### config.mk
export PLATFORM = sky130hd
export DESIGN_NAME = fcs_ctrl
export DESIGN_NICKNAME = d
export VERILOG_FILES = /design/src/rtl/fcs_pkg.sv /design/src/rtl/fcs_ctrl.sv
export VERILOG_INCLUDE_DIRS = /design/src /design/src/rtl
export SDC_FILE = /design/constraint.sdc
export NUM_CORES = 1
export LEC_CHECK = 0
export BUFFER_PORTS_ARGS = -buffer_cell sky130_fd_sc_hd__buf_2
export CAP_MARGIN = 15
export CORE_MARGIN = 4
export CORE_UTILIZATION = 50
export DETAILED_ROUTE_END_ITERATION = 16
export PLACE_DENSITY = 0.74
export RECOVER_POWER = 25
export SLEW_MARGIN = 20
export SYNTH_ARGS = -nofsm -noshare
export SYNTH_HDL_FRONTEND = slang
export SYNTH_SLANG_ARGS = --single-unit
### constraint.sdc
create_clock -name clk -period 2.6 [get_ports clk]
set_clock_uncertainty 0.1 [all_clocks]
set_input_delay 0.13 -clock clk [delete_from_list [all_inputs] [get_ports clk]]
set_output_delay 0.13 -clock clk [all_outputs]
set_load 0.02 [all_outputs]
### src/rtl/fcs_cfg.svh
/*
 * constants for the clock source mode control: codes, reset values, counts, register addresses.
 * assumes it is included by the package, the design file and the assertion file only.
 */
`ifndef FCS_CFG_SVH
`define FCS_CFG_SVH

`define FCS_SRC_FLL        2'h0
`define FCS_SRC_INT        2'h1
`define FCS_SRC_EXT        2'h2
`define FCS_SRC_RSVD       2'h3
`define FCS_RST_SRC        2'h0
`define FCS_RST_REFSEL     1'h1
`define FCS_RST_BUSDIV     2'h1
`define FCS_RST_REFDIV     3'h0
`define FCS_SWITCH_CYCLES  2'h2
`define FCS_FLL_MULT       10'h200
`define FCS_FFE_MARGIN     3'h2
`define FCS_ADR_CTRL1      2'h0
`define FCS_ADR_CTRL2      2'h1
`define FCS_ADR_TRIM       2'h2
`define FCS_ADR_STAT       2'h3

`endif

### src/rtl/fcs_pkg.sv
/*
 * types for the clock source mode control block.
 * assumes fcs_cfg.svh holds all numeric constants.
 */
`include "fcs_cfg.svh"

package fcs_pkg;
	typedef enum logic [2:0] {
		FCS_ENG_INT  = 3'b000,
		FCS_ENG_EXT  = 3'b001,
		FCS_BYP_INT  = 3'b010,
		FCS_BYP_INTL = 3'b011,
		FCS_BYP_EXT  = 3'b100,
		FCS_BYP_EXTL = 3'b101
	} fcs_mode_t;

	typedef struct packed {
		logic [1:0] addr;
		logic [7:0] wdata;
		logic       wr;
		logic       rd;
	} fcs_bus_req_t;

	typedef struct packed {
		logic internal_ref;
		logic external_ref;
		logic fll;
		logic external_ok;
		logic internal_ok;
		logic fll_ok;
	} fcs_clk_in_t;
endpackage

### src/rtl/fcs_ctrl.sv
/*
 * clock source mode control: mode decode, source switching, bus divider,
 * reference outputs, fixed frequency clock and its ratio flag.
 * assumes the reference clocks and the fll clock are slow against clk and
 * arrive as sampled levels; the oscillators themselves sit outside.
 */
// The register addresses and the plain strobed port were left to the implementer.
`timescale 1ns/1ns
`default_nettype none
`include "fcs_cfg.svh"

// How it works
// src 01, refsel 1, debug or fll on: internal bypass, fll locked, link clock on
// src 01, refsel 1, no debug, low power: internal ref, fll off, no link clock
// src 10, refsel 0, debug or fll on: external bypass, fll locked, link clock on
// src 10, refsel 0, no debug, low power: external ref, fll off, no link clock
// stop holds clocks; internal ref runs if enable and stop keep set
// in stop external ref runs only if enable and stop keep set
// refsel change accepted anytime; fll relocks after few divided ref cycles (code counts two cycles of the undivided reference)
// software updates reference divider with refsel or source changes
// source switch waits few new clock cycles; stays if new clock dead
// bus divider change applies immediately
// low power bit disables fll in bypass modes only
// internal ref enable presents internal ref on its output
// period adjust lengthens or shortens internal ref period
// period adjust values survive reset
// external ref enable presents external ref; refsel 1 keeps it off fll
// fixed frequency clock output plus ratio flag, high in engaged modes
// bypass ratio flag when reference divider >= bus divider plus two
// reset gives engaged internal mode and bus divide by two
// software copies stored trim values into period adjust fields
// software avoids divide by one before trimming
// src 00 refsel 1: engaged internal, fll on divided internal ref
// src 00 refsel 0: engaged external, fll on divided external ref
// bus divider codes divide by 1, 2, 4, 8
// clock mode status follows source only after synchronization
// switch and relock wait two full cycles of relevant clock
// source code 11 reserved, keeps current selection
module fcs_ctrl (
	// clock and reset
	input  wire logic               clk,
	input  wire logic               rst,
	// register port
	input  wire fcs_pkg::fcs_bus_req_t bus,
	output logic [7:0]              rdata,
	// system state
	input  wire logic               debug_mode_active,
	input  wire logic               stop_state,
	// clock sources, asynchronous levels
	input  wire fcs_pkg::fcs_clk_in_t clk_in,
	// trim to the internal oscillator
	output logic [7:0]              period_adjust_register,
	output logic                    fine_period_adjust,
	// clock outputs
	output logic                    main_clock_out,
	output logic                    internal_ref_out,
	output logic                    external_ref_out,
	output logic                    fixed_freq_clock,
	output logic                    fixed_freq_ratio_ok,
	output logic                    debug_link_clock,
	output logic                    fll_enable,
	output logic                    fll_ref_external,
	output logic [9:0]              fll_multiplier,
	output logic [1:0]              clock_mode_status,
	output fcs_pkg::fcs_mode_t      mode
);
	import fcs_pkg::*;

	logic [1:0] source_select_ff;
	logic       reference_select_ff;
	logic [2:0] reference_divider_ff;
	logic [1:0] bus_divider_ff;
	logic       fll_off_in_bypass_ff;
	logic       internal_ref_out_enable_ff;
	logic       internal_ref_stop_keep_ff;
	logic       external_ref_out_enable_ff;
	logic       external_ref_stop_keep_ff;
	logic [7:0] trim_ff;
	logic       fine_period_adjust_ff;
	logic [5:0] sync1_ff;
	logic [5:0] sync2_ff;
	logic [5:0] prev_ff;
	logic [1:0] active_src_ff;
	logic [1:0] sw_cnt_ff;
	logic [1:0] relock_cnt_ff;
	logic       fll_ref_sel_ff;
	logic [2:0] div_cnt_ff;
	logic [2:0] ff_cnt_ff;
	logic       ffclk_ff;
	logic [7:0] rdata_ff;
	logic [2:0] nxt_div_cnt;
	logic [1:0] cur_src_s;
	logic       iref_s;
	logic       eref_s;
	logic       fll_s;
	logic       iok_s;
	logic       eok_s;
	logic       fok_s;
	logic       ref_div_s;
	logic       rise_new;
	logic       rise_ref;
	logic       new_ok;
	logic       new_clk;
	logic       sel_clk;
	logic       bypass;
	logic       low_power;

	// two-flop synchronisers; first stage read only by the second
	always_ff @(posedge clk) begin
		if (rst) begin
			sync1_ff <= 6'h00;
			sync2_ff <= 6'h00;
		end else begin
			sync1_ff <= clk_in;
			sync2_ff <= sync1_ff;
		end
	end

	assign {iref_s, eref_s, fll_s, eok_s, iok_s, fok_s} = sync2_ff;

	// edge history of synchronised clocks
	always_ff @(posedge clk) begin
		if (rst)
			prev_ff <= 6'h00;
		else
			prev_ff <= sync2_ff;
	end

	// control writes; reserved source code leaves selection alone
	always_ff @(posedge clk) begin
		if (rst) begin
			source_select_ff           <= `FCS_RST_SRC;
			reference_select_ff        <= `FCS_RST_REFSEL;
			reference_divider_ff       <= `FCS_RST_REFDIV;
			bus_divider_ff             <= `FCS_RST_BUSDIV;
			fll_off_in_bypass_ff       <= 1'b0;
			internal_ref_out_enable_ff <= 1'b0;
			internal_ref_stop_keep_ff  <= 1'b0;
			external_ref_out_enable_ff <= 1'b0;
			external_ref_stop_keep_ff  <= 1'b0;
		end else if (bus.wr && bus.addr == `FCS_ADR_CTRL1) begin
			if (bus.wdata[7:6] != `FCS_SRC_RSVD)
				source_select_ff <= bus.wdata[7:6];
			reference_divider_ff       <= bus.wdata[5:3];
			reference_select_ff        <= bus.wdata[2];
			internal_ref_out_enable_ff <= bus.wdata[1];
			internal_ref_stop_keep_ff  <= bus.wdata[0];
		end else if (bus.wr && bus.addr == `FCS_ADR_CTRL2) begin
			bus_divider_ff             <= bus.wdata[7:6];
			fll_off_in_bypass_ff       <= bus.wdata[3];
			external_ref_out_enable_ff <= bus.wdata[1];
			external_ref_stop_keep_ff  <= bus.wdata[0];
		end
	end

	// trim is kept through reset: no reset branch on purpose
	always_ff @(posedge clk) begin
		if (bus.wr && bus.addr == `FCS_ADR_TRIM)
			trim_ff <= bus.wdata;
		if (bus.wr && bus.addr == `FCS_ADR_STAT)
			fine_period_adjust_ff <= bus.wdata[0];
	end

	assign period_adjust_register = trim_ff;
	assign fine_period_adjust     = fine_period_adjust_ff;

	// candidate source and its health
	always_comb begin
		case (source_select_ff)
			`FCS_SRC_INT: begin
				new_clk = iref_s;
				new_ok  = iok_s;
			end
			`FCS_SRC_EXT: begin
				new_clk = eref_s;
				new_ok  = eok_s;
			end
			default: begin
				new_clk = fll_s;
				new_ok  = fok_s;
			end
		endcase
	end

	assign rise_new = new_clk && !(source_select_ff == `FCS_SRC_INT ? prev_ff[5] :
		source_select_ff == `FCS_SRC_EXT ? prev_ff[4] : prev_ff[3]);

	// glitch-free switch after two full new-clock cycles; dead clock never switches
	always_ff @(posedge clk) begin
		if (rst) begin
			active_src_ff <= `FCS_RST_SRC;
			sw_cnt_ff     <= 2'h0;
		end else if (source_select_ff == active_src_ff || !new_ok) begin
			sw_cnt_ff <= 2'h0;
		end else if (rise_new) begin
			if (sw_cnt_ff == `FCS_SWITCH_CYCLES) begin
				active_src_ff <= source_select_ff;
				sw_cnt_ff     <= 2'h0;
			end else
				sw_cnt_ff <= sw_cnt_ff + 2'h1;
		end
	end

	assign clock_mode_status = active_src_ff;

	// fll reference follows refsel after two cycles of the current, undivided reference
	assign ref_div_s = fll_ref_sel_ff ? iref_s : eref_s;
	assign rise_ref  = ref_div_s && !(fll_ref_sel_ff ? prev_ff[5] : prev_ff[4]);

	always_ff @(posedge clk) begin
		if (rst) begin
			fll_ref_sel_ff <= `FCS_RST_REFSEL;
			relock_cnt_ff  <= 2'h0;
		end else if (reference_select_ff == fll_ref_sel_ff) begin
			relock_cnt_ff <= 2'h0;
		end else if (rise_ref || !(fll_ref_sel_ff ? iok_s : eok_s)) begin
			if (relock_cnt_ff == `FCS_SWITCH_CYCLES) begin
				fll_ref_sel_ff <= reference_select_ff;
				relock_cnt_ff  <= 2'h0;
			end else
				relock_cnt_ff <= relock_cnt_ff + 2'h1;
		end
	end

	assign fll_ref_external = !fll_ref_sel_ff;

	// mode decode
	assign bypass    = active_src_ff != `FCS_SRC_FLL;
	assign low_power = fll_off_in_bypass_ff && !debug_mode_active;

	always_comb begin
		case (active_src_ff)
			`FCS_SRC_INT: mode = low_power ? FCS_BYP_INTL : FCS_BYP_INT;
			`FCS_SRC_EXT: mode = low_power ? FCS_BYP_EXTL : FCS_BYP_EXT;
			default:      mode = reference_select_ff ? FCS_ENG_INT : FCS_ENG_EXT;
		endcase
	end

	assign fll_enable       = !stop_state && !(bypass && low_power);
	assign fll_multiplier   = `FCS_FLL_MULT;
	assign debug_link_clock = fll_enable && fll_s;

	// selected clock; stop holds the divider and drives the output low, not this mux
	always_comb begin
		case (active_src_ff)
			`FCS_SRC_INT: sel_clk = iref_s;
			`FCS_SRC_EXT: sel_clk = eref_s;
			default:      sel_clk = fll_s;
		endcase
	end

	// bus divider counter on selected clock rising edges; code read live
	// one history tap per source, so this edge test matches the switch logic
	always_comb begin
		nxt_div_cnt = div_cnt_ff;
		if (sel_clk && !(active_src_ff == `FCS_SRC_INT ? prev_ff[5] :
			active_src_ff == `FCS_SRC_EXT ? prev_ff[4] : prev_ff[3]))
			nxt_div_cnt = div_cnt_ff + 3'h1;
	end

	always_ff @(posedge clk) begin
		if (rst)
			div_cnt_ff <= 3'h0;
		else if (!stop_state)
			div_cnt_ff <= nxt_div_cnt;
	end

	// bit n of the counter divides by 2**(n+1); no resync so change is immediate
	always_ff @(posedge clk) begin
		if (rst)
			main_clock_out <= 1'b0;
		else if (stop_state)
			main_clock_out <= 1'b0;
		else case (bus_divider_ff)
			2'h0: main_clock_out <= sel_clk;
			2'h1: main_clock_out <= div_cnt_ff[0];
			2'h2: main_clock_out <= div_cnt_ff[1];
			default: main_clock_out <= div_cnt_ff[2];
		endcase
	end

	// reference outputs
	always_ff @(posedge clk) begin
		if (rst) begin
			internal_ref_out <= 1'b0;
			external_ref_out <= 1'b0;
		end else begin
			internal_ref_out <= iref_s && internal_ref_out_enable_ff &&
				(!stop_state || internal_ref_stop_keep_ff);
			external_ref_out <= eref_s && external_ref_out_enable_ff &&
				(!stop_state || external_ref_stop_keep_ff);
		end
	end

	// fixed frequency clock: fll reference divided by 2**(reference_divider+1), at most by 16
	always_ff @(posedge clk) begin
		if (rst) begin
			ff_cnt_ff <= 3'h0;
			ffclk_ff  <= 1'b0;
		end else if (stop_state) begin
			ffclk_ff <= 1'b0;
		end else if (rise_ref) begin
			ff_cnt_ff <= ff_cnt_ff + 3'h1;
			if (reference_divider_ff == 3'h0)
				ffclk_ff <= !ffclk_ff;
			else if (ff_cnt_ff == (3'h7 >> (3'h3 - (reference_divider_ff > 3'h3 ? 3'h3 :
				reference_divider_ff)))) begin
				ff_cnt_ff <= 3'h0;
				ffclk_ff  <= !ffclk_ff;
			end
		end
	end

	assign fixed_freq_clock = ffclk_ff;

	// ratio flag
	always_ff @(posedge clk) begin
		if (rst)
			fixed_freq_ratio_ok <= 1'b1;
		else
			fixed_freq_ratio_ok <= !bypass ||
				(reference_divider_ff >= {1'b0, bus_divider_ff} + `FCS_FFE_MARGIN);
	end

	// read port, data one cycle after strobe
	always_ff @(posedge clk) begin
		if (rst)
			rdata_ff <= 8'h00;
		else if (bus.rd) case (bus.addr)
			`FCS_ADR_CTRL1: rdata_ff <= {source_select_ff, reference_divider_ff,
				reference_select_ff, internal_ref_out_enable_ff, internal_ref_stop_keep_ff};
			`FCS_ADR_CTRL2: rdata_ff <= {bus_divider_ff, 2'h0, fll_off_in_bypass_ff, 1'b0,
				external_ref_out_enable_ff, external_ref_stop_keep_ff};
			`FCS_ADR_TRIM:  rdata_ff <= trim_ff;
			default:        rdata_ff <= {4'h0, active_src_ff, 1'b0, fine_period_adjust_ff};
		endcase
	end

	assign rdata = rdata_ff;
endmodule
`default_nettype wire

## After elaboration in Yosys (flattened, before gate mapping)

Index checks and enable logic that the tools add are counted.

- Add/subtract/negate cells: 6
- Order comparisons: 2
- Equal/unequal tests: 15
- Shift-type cells: 1
- Muxes and demuxes: 23
- Bitwise gates (word level): 4
- Reduce and logical (&&, ||, !) cells: 46

Operator list:

| operator | number |
|---|---|
| 8-bit case mux with 3 select lines | 1 |
| 1-bit logical AND | 15 |
| 2-bit equality test (second input constant) | 7 |
| 1-bit two-way mux | 12 |
| 1-bit zero test | 11 |
| 2-bit AND reduction | 5 |
| 3-bit two-way mux | 3 |
| 2-bit by 1-bit equality test with 1-bit output (second input constant) | 4 |
| 3-bit by 1-bit adder with 3-bit output (second input constant) | 2 |
| 1-bit case mux with 2 select lines | 3 |
| 3-bit case mux with 2 select lines | 1 |
| 3-bit AND reduction | 2 |
| 2-bit OR reduction | 3 |
| 1-bit logical OR | 5 |
| 2-bit by 1-bit adder with 2-bit output (second input constant) | 2 |
| 2-bit zero test | 2 |
| 2-bit two-way mux | 2 |
| 1-bit NOT | 4 |
| 2-bit nonzero test | 2 |
| 2-bit by 2-bit adder with 3-bit output (second input constant) | 1 |
| 3-bit equality test | 1 |
| 3-bit >= comparator | 1 |
| 3-bit by 2-bit greater-than comparator with 1-bit output (second input constant) | 1 |
| 3-bit zero test | 1 |
| 6 further kinds | 6 |

- Register bits: 66
- Bits of input ports: 22
- Output and inout bits: 40
- Word-level logic and storage cells: 123

## Longest topological paths before layout

- Word-level depth: 7
- Gate-level depth with buffers: 6
- Mapped depth without buffers: 6

## Worst setup path before layout

Ideal clock, no wire load.

- Path kind: register -> register
- From: register active_src_ff[0] (netlist: clock_mode_status[0])
- To: register div_cnt_ff[2]
- Library setup time: 0.123 ns
- Arrival: 2.055 ns
- Required time: 2.377 ns
- Slack: 0.322 ns
- Cell stages (with the launch flop): 7
- Path buffers: 0
- Period minus slack after synthesis: 2.278 ns
- Path through: dfxtp_1 -> inv_1 -> ha_1 -> mux2_4 -> mux2_4 -> nor4b_4 -> mux2_1

- Cells in the longest elaborated chain, start to end: 6
- Elaborated cells between the ends (all ways): 8
- Classes of those cells: eq/ne: 2; mux: 3; reduce/logical: 3

Ends and longest elaborated chain:

| what | line | text |
|---|---|---|
| start: declaration | fcs_ctrl.sv:83 | `logic [1:0] active_src_ff;` |
| start signal: assignment | fcs_ctrl.sv:191 | `` active_src_ff <= `FCS_RST_SRC; `` |
| start signal: assignment | fcs_ctrl.sv:197 | `active_src_ff <= source_select_ff;` |
| 2-bit equality test | fcs_ctrl.sv:245 | `case (active_src_ff)` |
| 1-bit two-way mux | fcs_ctrl.sv:257 | `` active_src_ff == `FCS_SRC_EXT ? prev_ff[4] : prev_ff[3])) `` |
| 1-bit two-way mux | fcs_ctrl.sv:256 | `` if (sel_clk && !(active_src_ff == `FCS_SRC_INT ? prev_ff[5] : `` |
| 1-bit zero test | fcs_ctrl.sv:256 |  |
| 1-bit logical AND (*) | fcs_ctrl.sv:256 |  |
| 2-bit AND reduction (no line) (*) | -- |  |
| end signal: assignment | fcs_ctrl.sv:265 | `div_cnt_ff <= nxt_div_cnt;` |
| end: declaration | fcs_ctrl.sv:87 | `logic [2:0] div_cnt_ff;` |

Mark *: on every way between the ends. The rest lies on a longest branch, timed or not.
A chain may end at the register's enable or synchronous reset.

## Worst setup path after layout

- From: register active_src_ff[0] (netlist: clock_mode_status[0])
- To: register div_cnt_ff[0]

Same word-level chain as after synthesis.

==> impl_metrics.tcl <==
set metrics [dict create \
    peakVddDrop_mv 0.5509 \
    place_area_um2 3211 \
    synth_edf_count 9 \
    final_common_cell "dfxtp_1" \
    cts_max_path_buffers 2 \
    die_h_um 84.77 \
    r2r_cells 6 \
    antennaDiodeCount 0 \
    overflow 0 \
    synth_area_leaders "dfxtp_1 37%, edfxtp_1 9.2%, mux2i_1 8.8%" \
    path_clk_slew_ns 0.07 \
    synthArstFlopShare_pct 0 \
    cts_tree "yes" \
    max_freq_ghz 0.4600 \
    hold_path_depth 2 \
    fin_tns_setup_ns 0 \
    synthMuxAreaShare_pct 12.91 \
    ant_nets 0 \
    drv_cap 0 \
    grt_max_degree 28 \
    grt_pass1_vias 2228 \
    setup_viol_count_final 0 \
    grt_use_met3_pct 7.066 \
    rsz0062_at_grt "false" \
    synthXorXnorAreaFrac_pct 0.8917 \
    wl_per_cell_um 14.50 \
    placementRows 27 \
    start_util_pct 52.54 \
    portBuffers 51 \
    drc 0 \
    synth_top_area_share_pct 36.69 \
    die_width_um 84.77 \
    core_area_um2 5608 \
    clkSinkCount 63 \
    antenna_found_initial 0 \
    post_cts_buffers 0 \
    synth_area_per_cell_um2 9.822 \
    yosys.area_share.simple_pct 19.92 \
    place.gp.congestion 0.8479 \
    synthAdderAreaFrac_pct 4.246 \
    final_cell_mix "54 x dfxtp_1, 41 x buf_2, 33 x nor2_1, 26 x mux2i_1, 21 x nor2b_1" \
    critPathRequiredTime_ns 2.72 \
    drtIter0Drc 137 \
    via_count 2301 \
    root_buffer "clkbuf_8" \
    drtPass1Iterations 4 \
    cts_resized 0 \
    grt_pass1_wl_mm 10.89 \
    synth_seq_cells 63 \
    cts_hold_buf 14 \
    use_met2_pct 30.89 \
    drive_above_1_share_pct 17.89 \
    synthDistinctLibCells 52 \
    yosys.area.top_type "dfxtp_1" \
    syn_inst 300 \
    slew_viol_final 0 \
    grt_util_all_layers_pct 19.20 \
    dp_hpwl_mm 4.595 \
    die_area_um2 7185 \
    synth_top_family_by_area "simple AND/OR/NAND/NOR gates" \
    finalWirelength_mm 6.396 \
    synth_seq_area_share_pct 45.86 \
    worstMarginPinSlew_ns 1.176 \
    cts_made_buffers 9 \
    hold_class "in2reg" \
    outcome "finished, final reports clean" \
    cp_max_fo 6 \
    final_hold_viol_count 0 \
    arrival_ns 2.30 \
    power_density_nw_per_um2 619.5 \
    pin_count 62 \
    critical_path_class "reg2reg" \
    period_share_pct 83.61 \
    min_period_ns 2.174 \
    via_per_inst 5.218 \
    synth_compound_area_share_pct 9.469 \
    htreeDepth 3 \
    clock_latency_ns 0.33 \
    syn_area_um2 2947 \
    yosys_warnings 0 \
    fin_area_um2 3558 \
    fin_nets 396 \
    synthFlopType "dfxtp_1" \
    leakagePower_nw 1.528 \
    grt-busiest-layer "met2" \
    cp-start-kind "register" \
    grt_use_met1_pct 24.27 \
    synthToLayoutAreaGrowth_pct 20.76 \
    cp-end-kind "register" \
    worst_slew_margin_rel_pct 21.60 \
]
-- cells by family (layout without fill, tap and decap cells) --
| family | after synthesis | after routing |
|---|---|---|
| AND/OR/NAND/NOR | 107 | 107 |
| XOR/XNOR | 3 | 3 |
| buffers and inverters | 39 | 100 |
| multiplexers | 34 | 34 |
| other | 2 | 10 |
| adder cells (fa/ha/maj) | 10 | 10 |
| flip-flops | 63 | 63 |
| AO/OA/AOI/OAI | 42 | 42 |
-- per-stage QoR --
stage	hold WS (ns)	setup slack, ns	instances	power [mW]	util, %
CTS	0.06849	0.4359	441	2.233	63.74
global route	0.07467	0.3248	441	2.305	63.45
floorplan	0.1289	0.3221	308	1.210	-
finish	0.08144	0.4262	441	2.204	63.45
detailed placement	0.2296	0.4480	411	1.262	57.25
global placement	0.2294	0.5330	411	1.257	57.25
-- registers in the layout, indices dropped and copies added, names as in the netlist, 2 cells and up --
signal / flops
sw_cnt_ff: 2
relock_cnt_ff: 2
prev_ff: 3
bus_divider_ff: 2
sync2_ff: 6
rdata: 8
reference_divider_ff: 3
clock_mode_status: 2
source_select_ff: 2
div_cnt_ff: 3
ff_cnt_ff: 3
period_adjust_register: 8
sync1_ff: 6
-- layout make-up --
class,count,area [um^2]
inverter,17,63.81
timing repair buffer,67,394.1
fill,471,2049
clock inverter,3,65.06
multi-input combinational,206,1435
sequential,63,1351
clock buffer,13,158.9
tap,72,90.09
-- path summary, 6_finish.rpt --
| kind | to | slack, ns | startpoint |
|---|---|---|---|
| hold / removal | fine_period_adjust | 0.08 | bus[1] |
| setup / recovery | div_cnt_ff[0] | 0.43 | clock_mode_status[0] |
| setup reg to reg | div_cnt_ff[0] | 0.43 | clock_mode_status[0] |
| hold reg to reg | sync2_ff[1] | 0.34 | sync1_ff[1] |
-- synthesized netlist by cell type (2+ instances only) --
cell type   n
a211oi_1    4
a21oi_1    14
a221o_1     2
a31oi_1     2
and3_1      2
buf_1       2
buf_2       5
buf_4      10
clkbuf_1    5
conb_1      2
dfxtp_1    54
edfxtp_1    9
ha_1       10
inv_1      17
mux2_1      3
mux2_4      2
mux2i_1    26
mux4_2      2
nand2_1    20
nand2b_1    4
nand3b_1    4
nand4_1     2
nor2_1     33
nor2b_1    21
nor3_1      5
nor3b_1     3
o211ai_1    3
o21ai_0     7
or3b_1      2
xor2_1      3
-- worst max-delay path, cell delays in order, from the launching register on --
cell and delay [ns]:
dfxtp_1 0.44, inv_1 0.10, ha_1 0.27, mux2_4 0.31, mux2_4 0.29, nor3_2 0.20, mux2_1 0.34
-- where the power goes --
group	switching [mW]	leakage [nW]	internal, mW
registers	0.0269	0.523	1.02
logic	0.121	0.892	0.0849
clock network	0.358	0.114	0.592
-- layer usage --
metal,vias up,routed length [um]
met5,-,0
li1,1149,-
met3,9,334
met1,1089,2815
met4,0,82
met2,54,3165
(Power assumes the default switching activity.)
